$ cat src/core/accr_pkg.sv
// Purpose: Shared constants and types for the channel calibration bank
// Assumes: Register words are 16 bits, one per 32-bit bus word
// Notes:   Printed offsets are word indexes; byte address is index times 4
`default_nettype none
package accr_pkg;
  // ---------------------------------------------------------------
  // Register indexes
  // ---------------------------------------------------------------
  localparam logic [5:0] IDX_CH1_CONFIG = 6'h0e;
  localparam logic [5:0] IDX_CH1_OFFSET_HIGH = 6'h0f;
  localparam logic [5:0] IDX_CH1_OFFSET_LOW = 6'h10;
  localparam logic [5:0] IDX_CH1_GAIN_HIGH = 6'h11;
  localparam logic [5:0] IDX_CH1_GAIN_LOW = 6'h12;
  localparam logic [5:0] IDX_CH2_CONFIG = 6'h13;
  localparam logic [5:0] IDX_CH2_OFFSET_HIGH = 6'h14;
  localparam logic [5:0] IDX_CH2_OFFSET_LOW = 6'h15;
  localparam logic [5:0] IDX_CH2_GAIN_HIGH = 6'h16;
  localparam logic [5:0] IDX_CH2_GAIN_LOW = 6'h17;
  localparam logic [5:0] IDX_FIRST = 6'h0e;
  localparam int NUM_CH = 2;
  localparam int WORDS_PER_CH = 5;
  // ---------------------------------------------------------------
  // Field positions and masks
  // ---------------------------------------------------------------
  localparam int PHASE_LSB = 6;
  localparam int DCOFF_BIT = 2;
  localparam logic [15:0] CFG_WMASK = 16'hffc7;
  localparam logic [15:0] LOW_WMASK = 16'hff00;
  localparam logic [15:0] FULL_WMASK = 16'hffff;
  // ---------------------------------------------------------------
  // Reset values and bus response codes
  // ---------------------------------------------------------------
  localparam logic [15:0] RST_CONFIG = 16'h0000;
  localparam logic [15:0] RST_OFFSET = 16'h0000;
  localparam logic [15:0] RST_GAIN_HIGH = 16'h8000;
  localparam logic [15:0] RST_GAIN_LOW = 16'h0000;
  localparam logic [1:0] RESP_OKAY = 2'h0;
  localparam logic [1:0] RESP_SLVERR = 2'h2;
  // Per channel settings handed to the datapath
  typedef struct packed {
    logic [9:0] phase_delay;
    logic dc_filter_off;
    logic [1:0] input_select;
    logic [23:0] offset;
    logic [23:0] gain;
  } accr_chan_t;
endpackage : accr_pkg
`default_nettype wire

$ cat src/core/accr_regs.sv
// Purpose: Channel 1 and 2 configuration and calibration registers
// Assumes: AXI4-Lite slave, one read and one write in flight at most
// Notes:   Unmapped addresses answer SLVERR, read data zero
//
// Contract
// RL1 - Config bits 15:6 hold a signed 10-bit phase delay.
// RL2 - Config bits 5:3 always read zero.
// RL3 - Config bit 2 turns the channel DC filter off when set.
// RL4 - Config bits 1:0 select the channel input source.
// RL5 - Offset is 24-bit, upper 16 in high word, low 8 in low word 15:8.
// RL6 - Bits 7:0 of offset low and gain low words read zero.
// RL7 - Gain is 24-bit unsigned, upper 16 bits in gain high word.
// RL8 - Gain low 8 bits sit in bits 15:8 of the writable gain low word.
// RL9 - Gain high word resets to 8000h, gain low word to zero.
// RL10 - Offset and config words reset to zero.
// RL11 - Channel 2 config uses the channel 1 layout, 00 by default.
// RL12 - Channel 2 config sits at index 13h, its offset high at 14h.
// RL13 - Writes to read-only bits are ignored and they still read zero.
//
// The AXI4-Lite interface to the registers was decided locally.
`default_nettype none
module accr_regs (
  // Clock and reset
  input wire logic CORE_CLK_I,
  input wire logic RST_I,
  // Write address and data
  input wire logic [7:0] AWADDR_I,
  input wire logic AWVALID_I,
  output logic AWREADY_O,
  input wire logic [31:0] WDATA_I,
  input wire logic [3:0] WSTRB_I,
  input wire logic WVALID_I,
  output logic WREADY_O,
  // Write response
  output logic [1:0] BRESP_O,
  output logic BVALID_O,
  input wire logic BREADY_I,
  // Read address
  input wire logic [7:0] ARADDR_I,
  input wire logic ARVALID_I,
  output logic ARREADY_O,
  // Read data
  output logic [31:0] RDATA_O,
  output logic [1:0] RRESP_O,
  output logic RVALID_O,
  input wire logic RREADY_I,
  // Channel settings
  output accr_pkg::accr_chan_t CH1_O,
  output accr_pkg::accr_chan_t CH2_O
);
  // Ten 16-bit words, config first in each channel's group of five
  localparam int NW = accr_pkg::NUM_CH * accr_pkg::WORDS_PER_CH;

  typedef struct packed {
    logic aw_got;
    logic w_got;
    logic [7:0] awaddr;
    logic [31:0] wdata;
    logic [3:0] wstrb;
    logic bvalid;
    logic [1:0] bresp;
    logic rvalid;
    logic [1:0] rresp;
    logic [31:0] rdata;
    logic awready;
    logic wready;
    logic arready;
    logic [NW-1:0][15:0] word;
  } accr_state_t;

  accr_state_t cur_ff;
  accr_state_t nxt_ff;

  // -----------------------------------------------------------------
  // Decode helpers
  // -----------------------------------------------------------------
  // Byte address to word slot; valid flag in bit 4
  function automatic logic [4:0] slot_of(input logic [7:0] a);
    logic [5:0] idx;
    logic [5:0] rel;
    idx = a[7:2];
    rel = idx - accr_pkg::IDX_FIRST;
    if (a[1:0] == 2'h0 && idx >= accr_pkg::IDX_FIRST && rel < 6'(NW)) begin
      slot_of = {1'b1, rel[3:0]};
    end else begin
      slot_of = 5'h00;
    end
  endfunction : slot_of

  // Writable bits of each word slot
  function automatic logic [15:0] wmask_of(input logic [3:0] s);
    logic [3:0] k;
    k = (s >= 4'(accr_pkg::WORDS_PER_CH)) ?
        4'(s - 4'(accr_pkg::WORDS_PER_CH)) : s;
    case (k)
      4'h0: wmask_of = accr_pkg::CFG_WMASK; // [RL2] [RL11]
      4'h2: wmask_of = accr_pkg::LOW_WMASK; // [RL6] [RL5]
      4'h4: wmask_of = accr_pkg::LOW_WMASK; // [RL6] [RL8]
      default: wmask_of = accr_pkg::FULL_WMASK;
    endcase
  endfunction : wmask_of

  // Reset value of each word slot
  function automatic logic [15:0] rst_of(input int s);
    case (s % accr_pkg::WORDS_PER_CH)
      0: rst_of = accr_pkg::RST_CONFIG; // [RL10]
      1: rst_of = accr_pkg::RST_OFFSET; // [RL10]
      2: rst_of = accr_pkg::RST_OFFSET; // [RL10]
      3: rst_of = accr_pkg::RST_GAIN_HIGH; // [RL9]
      default: rst_of = accr_pkg::RST_GAIN_LOW; // [RL9]
    endcase
  endfunction : rst_of

  logic [4:0] wslot;
  logic [4:0] rslot;
  logic [15:0] wmask;
  logic [15:0] lane_mask;
  // Write side decodes the held address, read side the live one
  assign wslot = slot_of(cur_ff.awaddr);
  assign rslot = slot_of(ARADDR_I);
  assign wmask = wmask_of(wslot[3:0]);
  assign lane_mask = {{8{cur_ff.wstrb[1]}}, {8{cur_ff.wstrb[0]}}};

  // -----------------------------------------------------------------
  // Next state
  // -----------------------------------------------------------------
  // Write commits once address and data are both held and no response
  // is pending, so a stalled bready simply holds off the next write.
  always_comb begin
    logic do_wr;
    do_wr = 1'b0;
    nxt_ff = cur_ff;
    if (AWVALID_I && cur_ff.awready) begin
      nxt_ff.aw_got = 1'b1;
      nxt_ff.awaddr = AWADDR_I;
    end
    if (WVALID_I && cur_ff.wready) begin
      nxt_ff.w_got = 1'b1;
      nxt_ff.wdata = WDATA_I;
      nxt_ff.wstrb = WSTRB_I;
    end
    if (cur_ff.bvalid && BREADY_I) begin
      nxt_ff.bvalid = 1'b0;
    end
    do_wr = cur_ff.aw_got && cur_ff.w_got && !cur_ff.bvalid;
    if (do_wr) begin
      nxt_ff.aw_got = 1'b0;
      nxt_ff.w_got = 1'b0;
      nxt_ff.bvalid = 1'b1;
      nxt_ff.bresp = wslot[4] ? accr_pkg::RESP_OKAY : accr_pkg::RESP_SLVERR;
      if (wslot[4]) begin
        // Read-only bits keep their zero whatever is written
        nxt_ff.word[wslot[3:0]] = (cur_ff.word[wslot[3:0]] &
                                   ~(wmask & lane_mask)) |
                                  (cur_ff.wdata[15:0] & wmask &
                                   lane_mask); // [RL13] [RL12]
      end
    end
    // Read path
    if (cur_ff.rvalid && RREADY_I) begin
      nxt_ff.rvalid = 1'b0;
    end
    if (ARVALID_I && cur_ff.arready) begin
      nxt_ff.rvalid = 1'b1;
      nxt_ff.rresp = rslot[4] ? accr_pkg::RESP_OKAY : accr_pkg::RESP_SLVERR;
      nxt_ff.rdata = rslot[4] ?
                     {16'h0000, cur_ff.word[rslot[3:0]]} : 32'h0000_0000;
    end
    if (RST_I) begin
      nxt_ff = '0;
      for (int i = 0; i < NW; i++) begin
        nxt_ff.word[i] = rst_of(i); // [RL9] [RL10]
      end
    end
    // Readiness is registered so no bus output passes through gates;
    // it is worked out from the next state, so it never lags a handshake
    nxt_ff.awready = !nxt_ff.aw_got && !nxt_ff.bvalid;
    nxt_ff.wready = !nxt_ff.w_got && !nxt_ff.bvalid;
    nxt_ff.arready = !nxt_ff.rvalid;
  end

  // State register
  always_ff @(posedge CORE_CLK_I) begin
    cur_ff <= nxt_ff;
  end

  // -----------------------------------------------------------------
  // Outputs
  // -----------------------------------------------------------------
  // Every bus output is a flop of the state word, no gates in between
  assign AWREADY_O = cur_ff.awready;
  assign WREADY_O = cur_ff.wready;
  assign ARREADY_O = cur_ff.arready;
  assign BVALID_O = cur_ff.bvalid;
  assign BRESP_O = cur_ff.bresp;
  assign RVALID_O = cur_ff.rvalid;
  assign RRESP_O = cur_ff.rresp;
  assign RDATA_O = cur_ff.rdata;

  // Unpack words into per channel fields
  accr_pkg::accr_chan_t chan [accr_pkg::NUM_CH];
  genvar g;
  generate
    for (g = 0; g < accr_pkg::NUM_CH; g++) begin : g_ch
      localparam int B = g * accr_pkg::WORDS_PER_CH;
      assign chan[g].phase_delay =
        cur_ff.word[B][15:accr_pkg::PHASE_LSB]; // [RL1]
      assign chan[g].dc_filter_off =
        cur_ff.word[B][accr_pkg::DCOFF_BIT]; // [RL3]
      assign chan[g].input_select = cur_ff.word[B][1:0]; // [RL4] [RL11]
      assign chan[g].offset =
        {cur_ff.word[B+1], cur_ff.word[B+2][15:8]}; // [RL5]
      assign chan[g].gain =
        {cur_ff.word[B+3], cur_ff.word[B+4][15:8]}; // [RL7] [RL8]
    end
  endgenerate
  assign CH1_O = chan[0];
  assign CH2_O = chan[1];
endmodule : accr_regs
`default_nettype wire

$ cat config.mk
export PLATFORM = sky130hd
export DESIGN_NAME = accr_regs
export DESIGN_NICKNAME = d
export VERILOG_FILES = /design/src/core/accr_pkg.sv /design/src/core/accr_regs.sv
export SDC_FILE = /design/constraint.sdc
export NUM_CORES = 1
export LEC_CHECK = 0
export ABC_CLOCK_PERIOD_IN_PS = 5200
export BUFFER_PORTS_ARGS = -buffer_cell sky130_fd_sc_hd__buf_2
export CORE_MARGIN = 2
export CORE_UTILIZATION = 57
export DETAILED_ROUTE_END_ITERATION = 12
export GPL_TIMING_DRIVEN = 0
export PLACE_DENSITY = 0.91
export SLEW_MARGIN = 20
export SYNTH_ARGS = -nofsm -noshare
export SYNTH_HDL_FRONTEND = slang
export SYNTH_SLANG_ARGS = --single-unit
$ cat constraint.sdc
create_clock -name CORE_CLK_I -period 5.2 [get_ports CORE_CLK_I]
set_input_delay 1.3 -clock CORE_CLK_I [delete_from_list [all_inputs] [get_ports CORE_CLK_I]]
set_output_delay 1.3 -clock CORE_CLK_I [all_outputs]
set_load 0.05 [all_outputs]
# Word level (Yosys, flattened, before mapping)
# Cells that the tools add are included.
classes:
  mux: 26
  order_cmp: 8
  eq_ne: 2
  n_reduce_logical: 24
  bitwise_logic: 6
  n_addsub: 3
op_table:
  columns: ["op", "n"]
  rows:
  - ["two-way mux 160 bit", 2]
  - ["two-way mux 247 bit", 1]
  - ["bitwise mux 160 bit", 1]
  - ["binary-select mux 16 bit (select 4 bit)", 2]
  - ["AND 16 bit", 4]
  - ["demux 16 bit (select 4 bit)", 1]
  - ["two-way mux 16 bit", 4]
  - ["two-way mux 36 bit", 1]
  - ["two-way mux 35 bit", 1]
  - ["NOT 16 bit", 1]
  - ["OR 16 bit", 1]
  - ["one-hot mux 8 bit (2 select lines)", 1]
  - ["logical AND 1 bit", 14]
  - [">= comparator 6 x 4 -> 1 bit, second input constant", 2]
  - ["less-than comparator 6 x 4 -> 1 bit, second input constant", 2]
  - ["subtractor 6 x 4 -> 6 bit, second input constant", 2]
  - ["less-than comparator 4 x 5 -> 1 bit, second input constant", 2]
  - ["two-way mux 5 bit", 2]
  - ["two-way mux 8 bit", 1]
  - ["two-way mux 2 bit", 3]
  - ["zero test 1 bit", 5]
  - ["== test 4 x 2 -> 1 bit, second input constant", 1]
  - ["== test 4 x 3 -> 1 bit, second input constant", 1]
  - [">= comparator 4 x 1 -> 1 bit, second input constant", 1]
  - ["9 further kinds", 13]
totals:
  inputBits: 59
  wordCells: 92
  output_inout_bits: 163
  register_bits: 247

# Logic depth before layout (Yosys ltp)
# Gate-level depths: netlist of run 1.
depth:
  ltp_word: 19
  ltp_mapped: 18
  depth_no_buf: 15

# Worst setup path after synthesis of run 1
# Ideal clock, no wire load.
synth_timing:
  kind: "reg2reg"
  start: "register cur_ff[241] in the netlist's numbering"
  end: "register with a tool-made name"
  arrival_ns: 3.853
  stages_incl_launch_ff: 19
  t_required_ns: 5.114
  setup_ns: 0.086
  slack_ns: 1.262
  n_path_buf: 3
  synth_period_minus_slack_ns: 3.938
  cell_sequence: "dfxtp_1 -> ha_1 -> clkbuf_1 -> mux2_4 -> a2111oi_4 -> o21a_1 -> buf_6 -> nand2_4 -> buf_6 -> nor2_1 -> inv_1 -> ha_1 -> nor4bb_1 -> o21ai_0 -> o2111a_1 -> or3_1 -> a22oi_1 -> a32oi_2 -> a211oi_1"
synth_lines:
  columns: ["item", "line", "source"]
  rows:
  - ["from (decl)", "accr_regs.sv:71", "accr_state_t cur_ff;"]
  - ["from (signal assigned)", "accr_regs.sv:184", "cur_ff <= nxt_ff;"]

==> reports/qor.txt, run 1 <==
Status = completed
Avg Cell Area, Syn = 8.431 µm²
Fraction of registers with async set/reset = 0
Setup slack, reg-to-reg = 170 ps
Crit path DAT = 5390 ps
Vias = 12560
WP depth = 13
CTS tree = built
Cell Area, Synth = 12470 µm²
Hold path cells = 2
Highest net fanout along the worst path = 10
Finished Layout Cells = 2001
Reg2reg path depth = 13
Congestion Overflow GR = 0
Ys flop type = dfxtp_1
GP Congestion = 0.9909
Num CTS Buffers = 23
Req. time, crit path = 5560 ps
Die height = 151.9 µm
CTS root buffer = clkbuf_16
PortBufs = 184
Die width = 151.9 µm
Drt pass-1 iters = 7
Vias in the first global route = 11560
Max clock buf depth = 3
Setup TNS = 0 ps
Startpoint types = flip-flop
Setup bufs post-CTS = 0
Number of core rows = 54
Placed cells = 1960
Initial antenna violation count = 0
Sinks on the clock net = 211
Hold_ws = 454.7 ps
Worst-margin pin slew = 1159 ps
Fmax = 198.8 MHz
Critical-path cell list = buf_2, buf_2, clkbuf_1, buf_1, nor2_1, inv_1, ha_1, mux2i_1, xor2_1, a32oi_1, o21ai_4, mux2i_4, a211oi_1
GRT Overall Usage = 0.3680
CP max stage delay = 700 ps
Power Dens Cells = 263.1 nW/µm²
Mapped Cells = 1479
Max-slew violation count = 0
Area grow syn2layout = 16.98%
Post-route DRC = 0
Yosys Warn Count = 0
Number of synthesized flops with an enable pin = 0
Rel. slew slack = 0.2189
RSZ-0062 raised after global routing = false
First-pass GRT wire length = 67520 µm
Post-synthesis sequential area ratio = 0.3388
Slowest cell on crit path = buf_1
H-tree Lvls = 1
Critical Path Source = cur_ff[240]$_SDFFE_PP0P_
Share of cells above drive strength 1 = 0.2807
CP Buf/Inv Count = 5
Post-layout minimum cycle time = 5031 ps
Pin count of the biggest net entering global routing = 14
Critical path class = flip-flop to flip-flop
Endpoints failing hold = 0
Distinct cells, synth = 69
Final instance area = 14590 µm²
Worst slack at placement = 225.2 ps
Boundary pin count = 222
Critical path endpoint category = flip-flop
Initial Util = 0.5767
Register bit total from synthesis = 211
Worst Slack Setup Final = 169.1 ps
Worst reg2reg path startpoint = cur_ff[240]$_SDFFE_PP0P_
CORE AREA = 21620 µm²
Starting DRT DRC Count = 1654
Final setup violation count = 0
CTS clk-pin slew, worst paths = 60 ps
LEAKAGE = 6.145 nW
Skew-Pair Late Insertion Delay = 530 ps
Wire length after detailed routing = 44690 µm
Period utilisation layout = 0.9675
Dpl hpwl = 34180 µm
Post-route ant nets = 0
Placed standard-cell area = 13810 µm²
Routed len/inst = 22.33 µm
Max-Cap Viols = 0
Worst vdd ir = 0.2323 mV
Min-delay worst type = flip-flop to flip-flop
Family with the most delay on the worst path = buffers and inverters
Total die area = 23080 µm²
Clk_skew = 18.75 ps
Final nets = 1771
N_diodes = 0
Avg Vias per Cell = 6.276
Most used cell, CP = buf_2
-- cell usage after synthesis (17+ instances only) --
cell	n	area share
o2111ai_1	17	0.012
a21oi_1	70	0.028
a211oi_1	88	0.053
nor2_1	123	0.037
nor2b_1	29	0.015
buf_2	39	0.016
mux2_2	30	0.027
nand2_1	162	0.049
buf_4	159	0.096
nand3_1	19	0.0076
a211o_1	19	0.013
o31ai_1	37	0.022
o32ai_1	37	0.026
dfxtp_1	211	0.34
inv_1	47	0.014
nand3b_1	43	0.026
a32oi_1	17	0.012
o22a_1	22	0.015
clkbuf_1	70	0.021
mux2i_1	52	0.042
-- power by group --
part | total (W) | switching (W) | internal (W)
Clock | 0.00165 | 0.000689 | 0.000957
Sequential | 0.00166 | 0.0000192 | 0.00164
Combinational | 0.000535 | 0.000383 | 0.000151
Total | 0.00384 | 0.00109 | 0.00275
-- per-layer routing --
metal	share of wire	GRT usage	wire, µm	vias to the layer above
met4	0.039	0.1340	1754	0
met5	0	0	0	-
met2	0.43	0.5609	19140	938
met1	0.39	0.5013	17500	5834
li1	-	-	-	5629
met3	0.14	0.1004	6291	157
-- cell type report --
class / count / area, µm²
sequential: 211 / 4224
timing repair buffer: 184 / 920.9
buffer: 282 / 1727
clock buffer: 32 / 639.4
tap: 280 / 350.3
clock inverter: 9 / 98.84
fill: 1838 / 7034
multi-input combinational: 956 / 6450
inverter: 47 / 176.4
-- cell families (layout without fill, tap and decap cells) --
logic type | count (synthesis) | count (layout) | synth area share
buffers and inverters | 329 | 554 | 0.1526
flip-flops | 211 | 211 | 0.3388
XOR/XNOR | 5 | 5 | 0.003513
multiplexers | 94 | 94 | 0.08780
AND/OR/NAND/NOR | 441 | 441 | 0.1699
AO/OA/AOI/OAI | 391 | 391 | 0.2401
adder cells (fa/ha/maj) | 7 | 7 | 0.007024
other | 1 | 18 | 0.0003007
-- worst min path at each step --
stage,end,start
floorplan,RDATA_O[0]$_SDFFE_PP0P_,RDATA_O[0]$_SDFFE_PP0P_
global placement,cur_ff[217]$_SDFFE_PP0P_,cur_ff[217]$_SDFFE_PP0P_
detailed placement,cur_ff[217]$_SDFFE_PP0P_,cur_ff[217]$_SDFFE_PP0P_
CTS,cur_ff[217]$_SDFFE_PP0P_,cur_ff[217]$_SDFFE_PP0P_
global route,cur_ff[216]$_SDFFE_PP0P_,cur_ff[216]$_SDFFE_PP0P_
finish,cur_ff[217]$_SDFFE_PP0P_,cur_ff[217]$_SDFFE_PP0P_
-- tightest hold or removal path, delay by kind of cell (launching register included) --
kind,cells,cell delay (ps)
AND/OR/NAND/NOR,1,50
AO/OA/AOI/OAI,1,50
flip-flops,1,310
-- what timing repair did --
item	CTS	global route
endpoints found under the setup margin	0	32
resized for setup	0	4
hold buffers	0	0
-- metrics by stage --
stage / total power, W / util
2_1_floorplan: 0.002037 / -
3_3_place_gp: 0.002190 / 0.6385
3_5_place_dp: 0.002196 / 0.6388
4_1_cts: 0.003795 / 0.6729
5_1_grt: 0.003917 / 0.6747
6_report: 0.003838 / 0.6747
-- cells in the final DEF, fill, tap and decap left out, types with 8 or more instances in the layout --
cell	instances
buf_1	11
a21oi_1	70
nor2b_1	29
o2111a_1	8
o41ai_1	8
o211ai_1	8
nand3_1	19
a31oi_1	8
dfxtp_1	211
a211o_1	19
or3_1	8
conb_1	18
nor2_1	123
clkbuf_16	23
mux2_2	30
inv_1	47
nand2b_1	14
o2111ai_1	17
o32ai_1	37
nor3_1	11
a211oi_1	88
buf_4	159
a32oi_1	17
nand2_1	162
clkbuf_1	76
o22ai_1	10
buf_2	223
o31ai_1	37
mux4_2	8
mux2i_1	52
o22a_1	22
nand3b_1	43
(Power assumes the default switching activity.)
==> run 2: changes to the inputs <==
CORE_UTILIZATION = 30   (was 57)
PLACE_DENSITY = 0.58   (was 0.91)
==> run 2 against run 1 <==
  * Routed wire length grew 14%
  * Via count shrank 3.6%
  * Setup slack gained 160 ps
  * Maximum frequency grew 3.3%
  * Total power grew 3.5%
  * Count of clock-buffer cells in the layout grew 8
==> reports/qor.txt, run 2 (same netlist as run 1, synthesis figures left out) <==
Status = completed (unchanged)
Initial Util = 0.3047 (was 0.5767)
Starting DRT DRC Count = 1408 (was 1654)
Max-slew violation count = 0 (unchanged)
Post-CTS Hold Fix Bufs = 0 (unchanged)
Period utilisation layout = 0.9367 (was 0.9675)
Pin count of the biggest net entering global routing = 13 (was 14)
Power Dens Cells = 265.3 nW/µm² (was 263.1 nW/µm²)
Min-delay worst type = flip-flop to flip-flop (unchanged)
CORE AREA = 40920 µm² (was 21620 µm²)
Highest net fanout along the worst path = 10 (unchanged)
Post-layout minimum cycle time = 4871 ps (was 5031 ps)
PortBufs = 184 (unchanged)
Avg Vias per Cell = 5.370 (was 6.276)
Wire length after detailed routing = 50950 µm (was 44690 µm)
Placed cells = 2212 (was 1960)
Die width = 207.9 µm (was 151.9 µm)
Post-route DRC = 0 (unchanged)
CP max stage delay = 400 ps (was 700 ps)
Critical-path cell list = ha_1, clkbuf_1, mux2_4, a2111oi_4, o21a_1, buf_6, nand2_4, buf_6, nor2_1, inv_1, ha_1, nor4bb_1, o21ai_0, o2111a_1, or3_1, a22oi_1, a32oi_4, a211oi_1 (was buf_2, buf_2, clkbuf_1, buf_1, nor2_1, inv_1, ha_1, mux2i_1, xor2_1, a32oi_1, o21ai_4, mux2i_4, a211oi_1)
Rel. slew slack = 0.2447 (was 0.2189)
Number of core rows = 74 (was 54)
Drt pass-1 iters = 5 (was 7)
Worst slack at placement = 84.01 ps (was 225.2 ps)
Share of cells above drive strength 1 = 0.2821 (was 0.2807)
Setup TNS = 0 ps (unchanged)
Sinks on the clock net = 211 (unchanged)
Final instance area = 14980 µm² (was 14590 µm²)
Skew-Pair Late Insertion Delay = 560 ps (was 530 ps)
Total die area = 43210 µm² (was 23080 µm²)
Finished Layout Cells = 2255 (was 2001)
FILL cells = 4305 (was 1838)
GRT Overall Usage = 0.2246 (was 0.3680)
Crit path DAT = 5330 ps (was 5390 ps)
Num CTS Buffers = 26 (was 23)
Routed len/inst = 22.60 µm (was 22.33 µm)
CTS root buffer = clkbuf_16 (unchanged)
Vias = 12110 (was 12560)
First-pass GRT wire length = 74730 µm (was 67520 µm)
Critical path class = flip-flop to flip-flop (unchanged)
Final nets = 1774 (was 1771)
CTS tree = built (unchanged)
Setup bufs post-CTS = 0 (unchanged)
Worst-margin pin slew = 1121 ps (was 1159 ps)
Die height = 207.9 µm (was 151.9 µm)
Commonest non-fill, non-tap cell in the layout = buf_2 (unchanged)
Post-route ant nets = 0 (unchanged)
Vias in the first global route = 11280 (was 11560)
RSZ-0062 raised after global routing = false (unchanged)
CTS clk-pin slew, worst paths = 60 ps (about the same)
Req. time, crit path = 5660 ps (was 5560 ps)
GP Congestion = 0.9323 (was 0.9909)
Final setup violation count = 0 (unchanged)
Worst vdd ir = 0.2144 mV (was 0.2323 mV)
Dpl hpwl = 39600 µm (was 34180 µm)
Most frequent cells in the layout = buf_2 (223), dfxtp_1 (211), nand2_1 (162), buf_4 (159), nor2_1 (123) (unchanged)
Register area = 4224 µm² (unchanged)
Boundary pin count = 222 (unchanged)
Endpoints failing hold = 0 (unchanged)
N_diodes = 0 (unchanged)
Congestion Overflow GR = 0 (unchanged)
Initial antenna violation count = 0 (unchanged)
Multi-input logic area = 6450 µm² (unchanged)
LEAKAGE = 6.178 nW (was 6.145 nW)
H-tree Lvls = 1 (unchanged)
Fmax = 205.3 MHz (was 198.8 MHz)
Critical path endpoint category = flip-flop (unchanged)
Area grow syn2layout = 20.11% (was 16.98%)
Startpoint types = flip-flop (unchanged)
Final core occ = 0.3660 (was 0.6747)
Worst Slack Setup Final = 329.4 ps (was 169.1 ps)
Slowest cell on crit path = a2111oi_4 (was buf_1)
Max clock buf depth = 3 (unchanged)
Placed standard-cell area = 14130 µm² (was 13810 µm²)
Clk_skew = 29.93 ps (was 18.75 ps)
Max-Cap Viols = 0 (unchanged)
## run 2: final timing paths
path	startpoint	end	slack (ps)	cells after the start
setup reg to reg	cur_ff[241]$_SDFFE_PP0P_	flip-flop	330	18
setup / recovery	cur_ff[241]$_SDFFE_PP0P_	flip-flop	330	18
hold reg to reg	cur_ff[217]$_SDFFE_PP0P_	cur_ff[217]$_SDFFE_PP0P_	450	2
hold / removal	cur_ff[217]$_SDFFE_PP0P_	cur_ff[217]$_SDFFE_PP0P_	450	2
## run 2: repair_timing
| action | in CTS | in global routing |
|---|---|---|
| hold endpoints to repair | 0 | 0 |
| resized for setup | 0 | 5 |
| endpoints found under the setup margin | 0 | 50 |
## run 2: cell type report
| type | count | share of cell area |
|---|---|---|
| multi-input cells | 956 | 0.4307 |
| well taps | 532 | 0.04444 |
| clock inverters | 3 | 0.001170 |
| plain buffers | 282 | 0.1154 |
| clock buffers | 40 | 0.05305 |
| repair buffers | 184 | 0.06149 |
| inverters | 47 | 0.01178 |
| flip-flops and latches | 211 | 0.2820 |
## run 2: metrics by stage
| step | hold WS (ps) | total power [W] |
|---|---|---|
| 2_1_floorplan | 427.8 | 0.002037 |
| 3_3_place_gp | 448.2 | 0.002213 |
| 3_5_place_dp | 448.4 | 0.002215 |
| 4_1_cts | 455.6 | 0.003958 |
| 5_1_grt | 474.7 | 0.004071 |
| 6_report | 453.6 | 0.003973 |
## run 2: metal layers
| layer | up-vias | GRT usage | wire length [µm] |
|---|---|---|---|
| li1 | 5644 | - | - |
| met4 | 0 | 0.07312 | 1542 |
| met1 | 5741 | 0.3192 | 22680 |
| met3 | 93 | 0.04977 | 4713 |
| met5 | - | 0 | 0 |
| met2 | 631 | 0.3351 | 22020 |
## run 2: report_power, final
group,leakage (nW),internal [W],total [W],switching (W)
clock network,0.398,0.00104,0.00177,0.000733
logic,4.07,0.000152,0.000545,0.000393
registers,1.70,0.00164,0.00166,0.0000211
total,6.18,0.00283,0.00397,0.00115
## run 2: worst max-delay path: cells and delay by family, from the launching register on
kind            cells  cell delay (ps)
compound gates      7             1810
fa+ha+maj           2              570
buf+inv             4              710
flops               1              380
mux                 1              320
simple gates        4              970
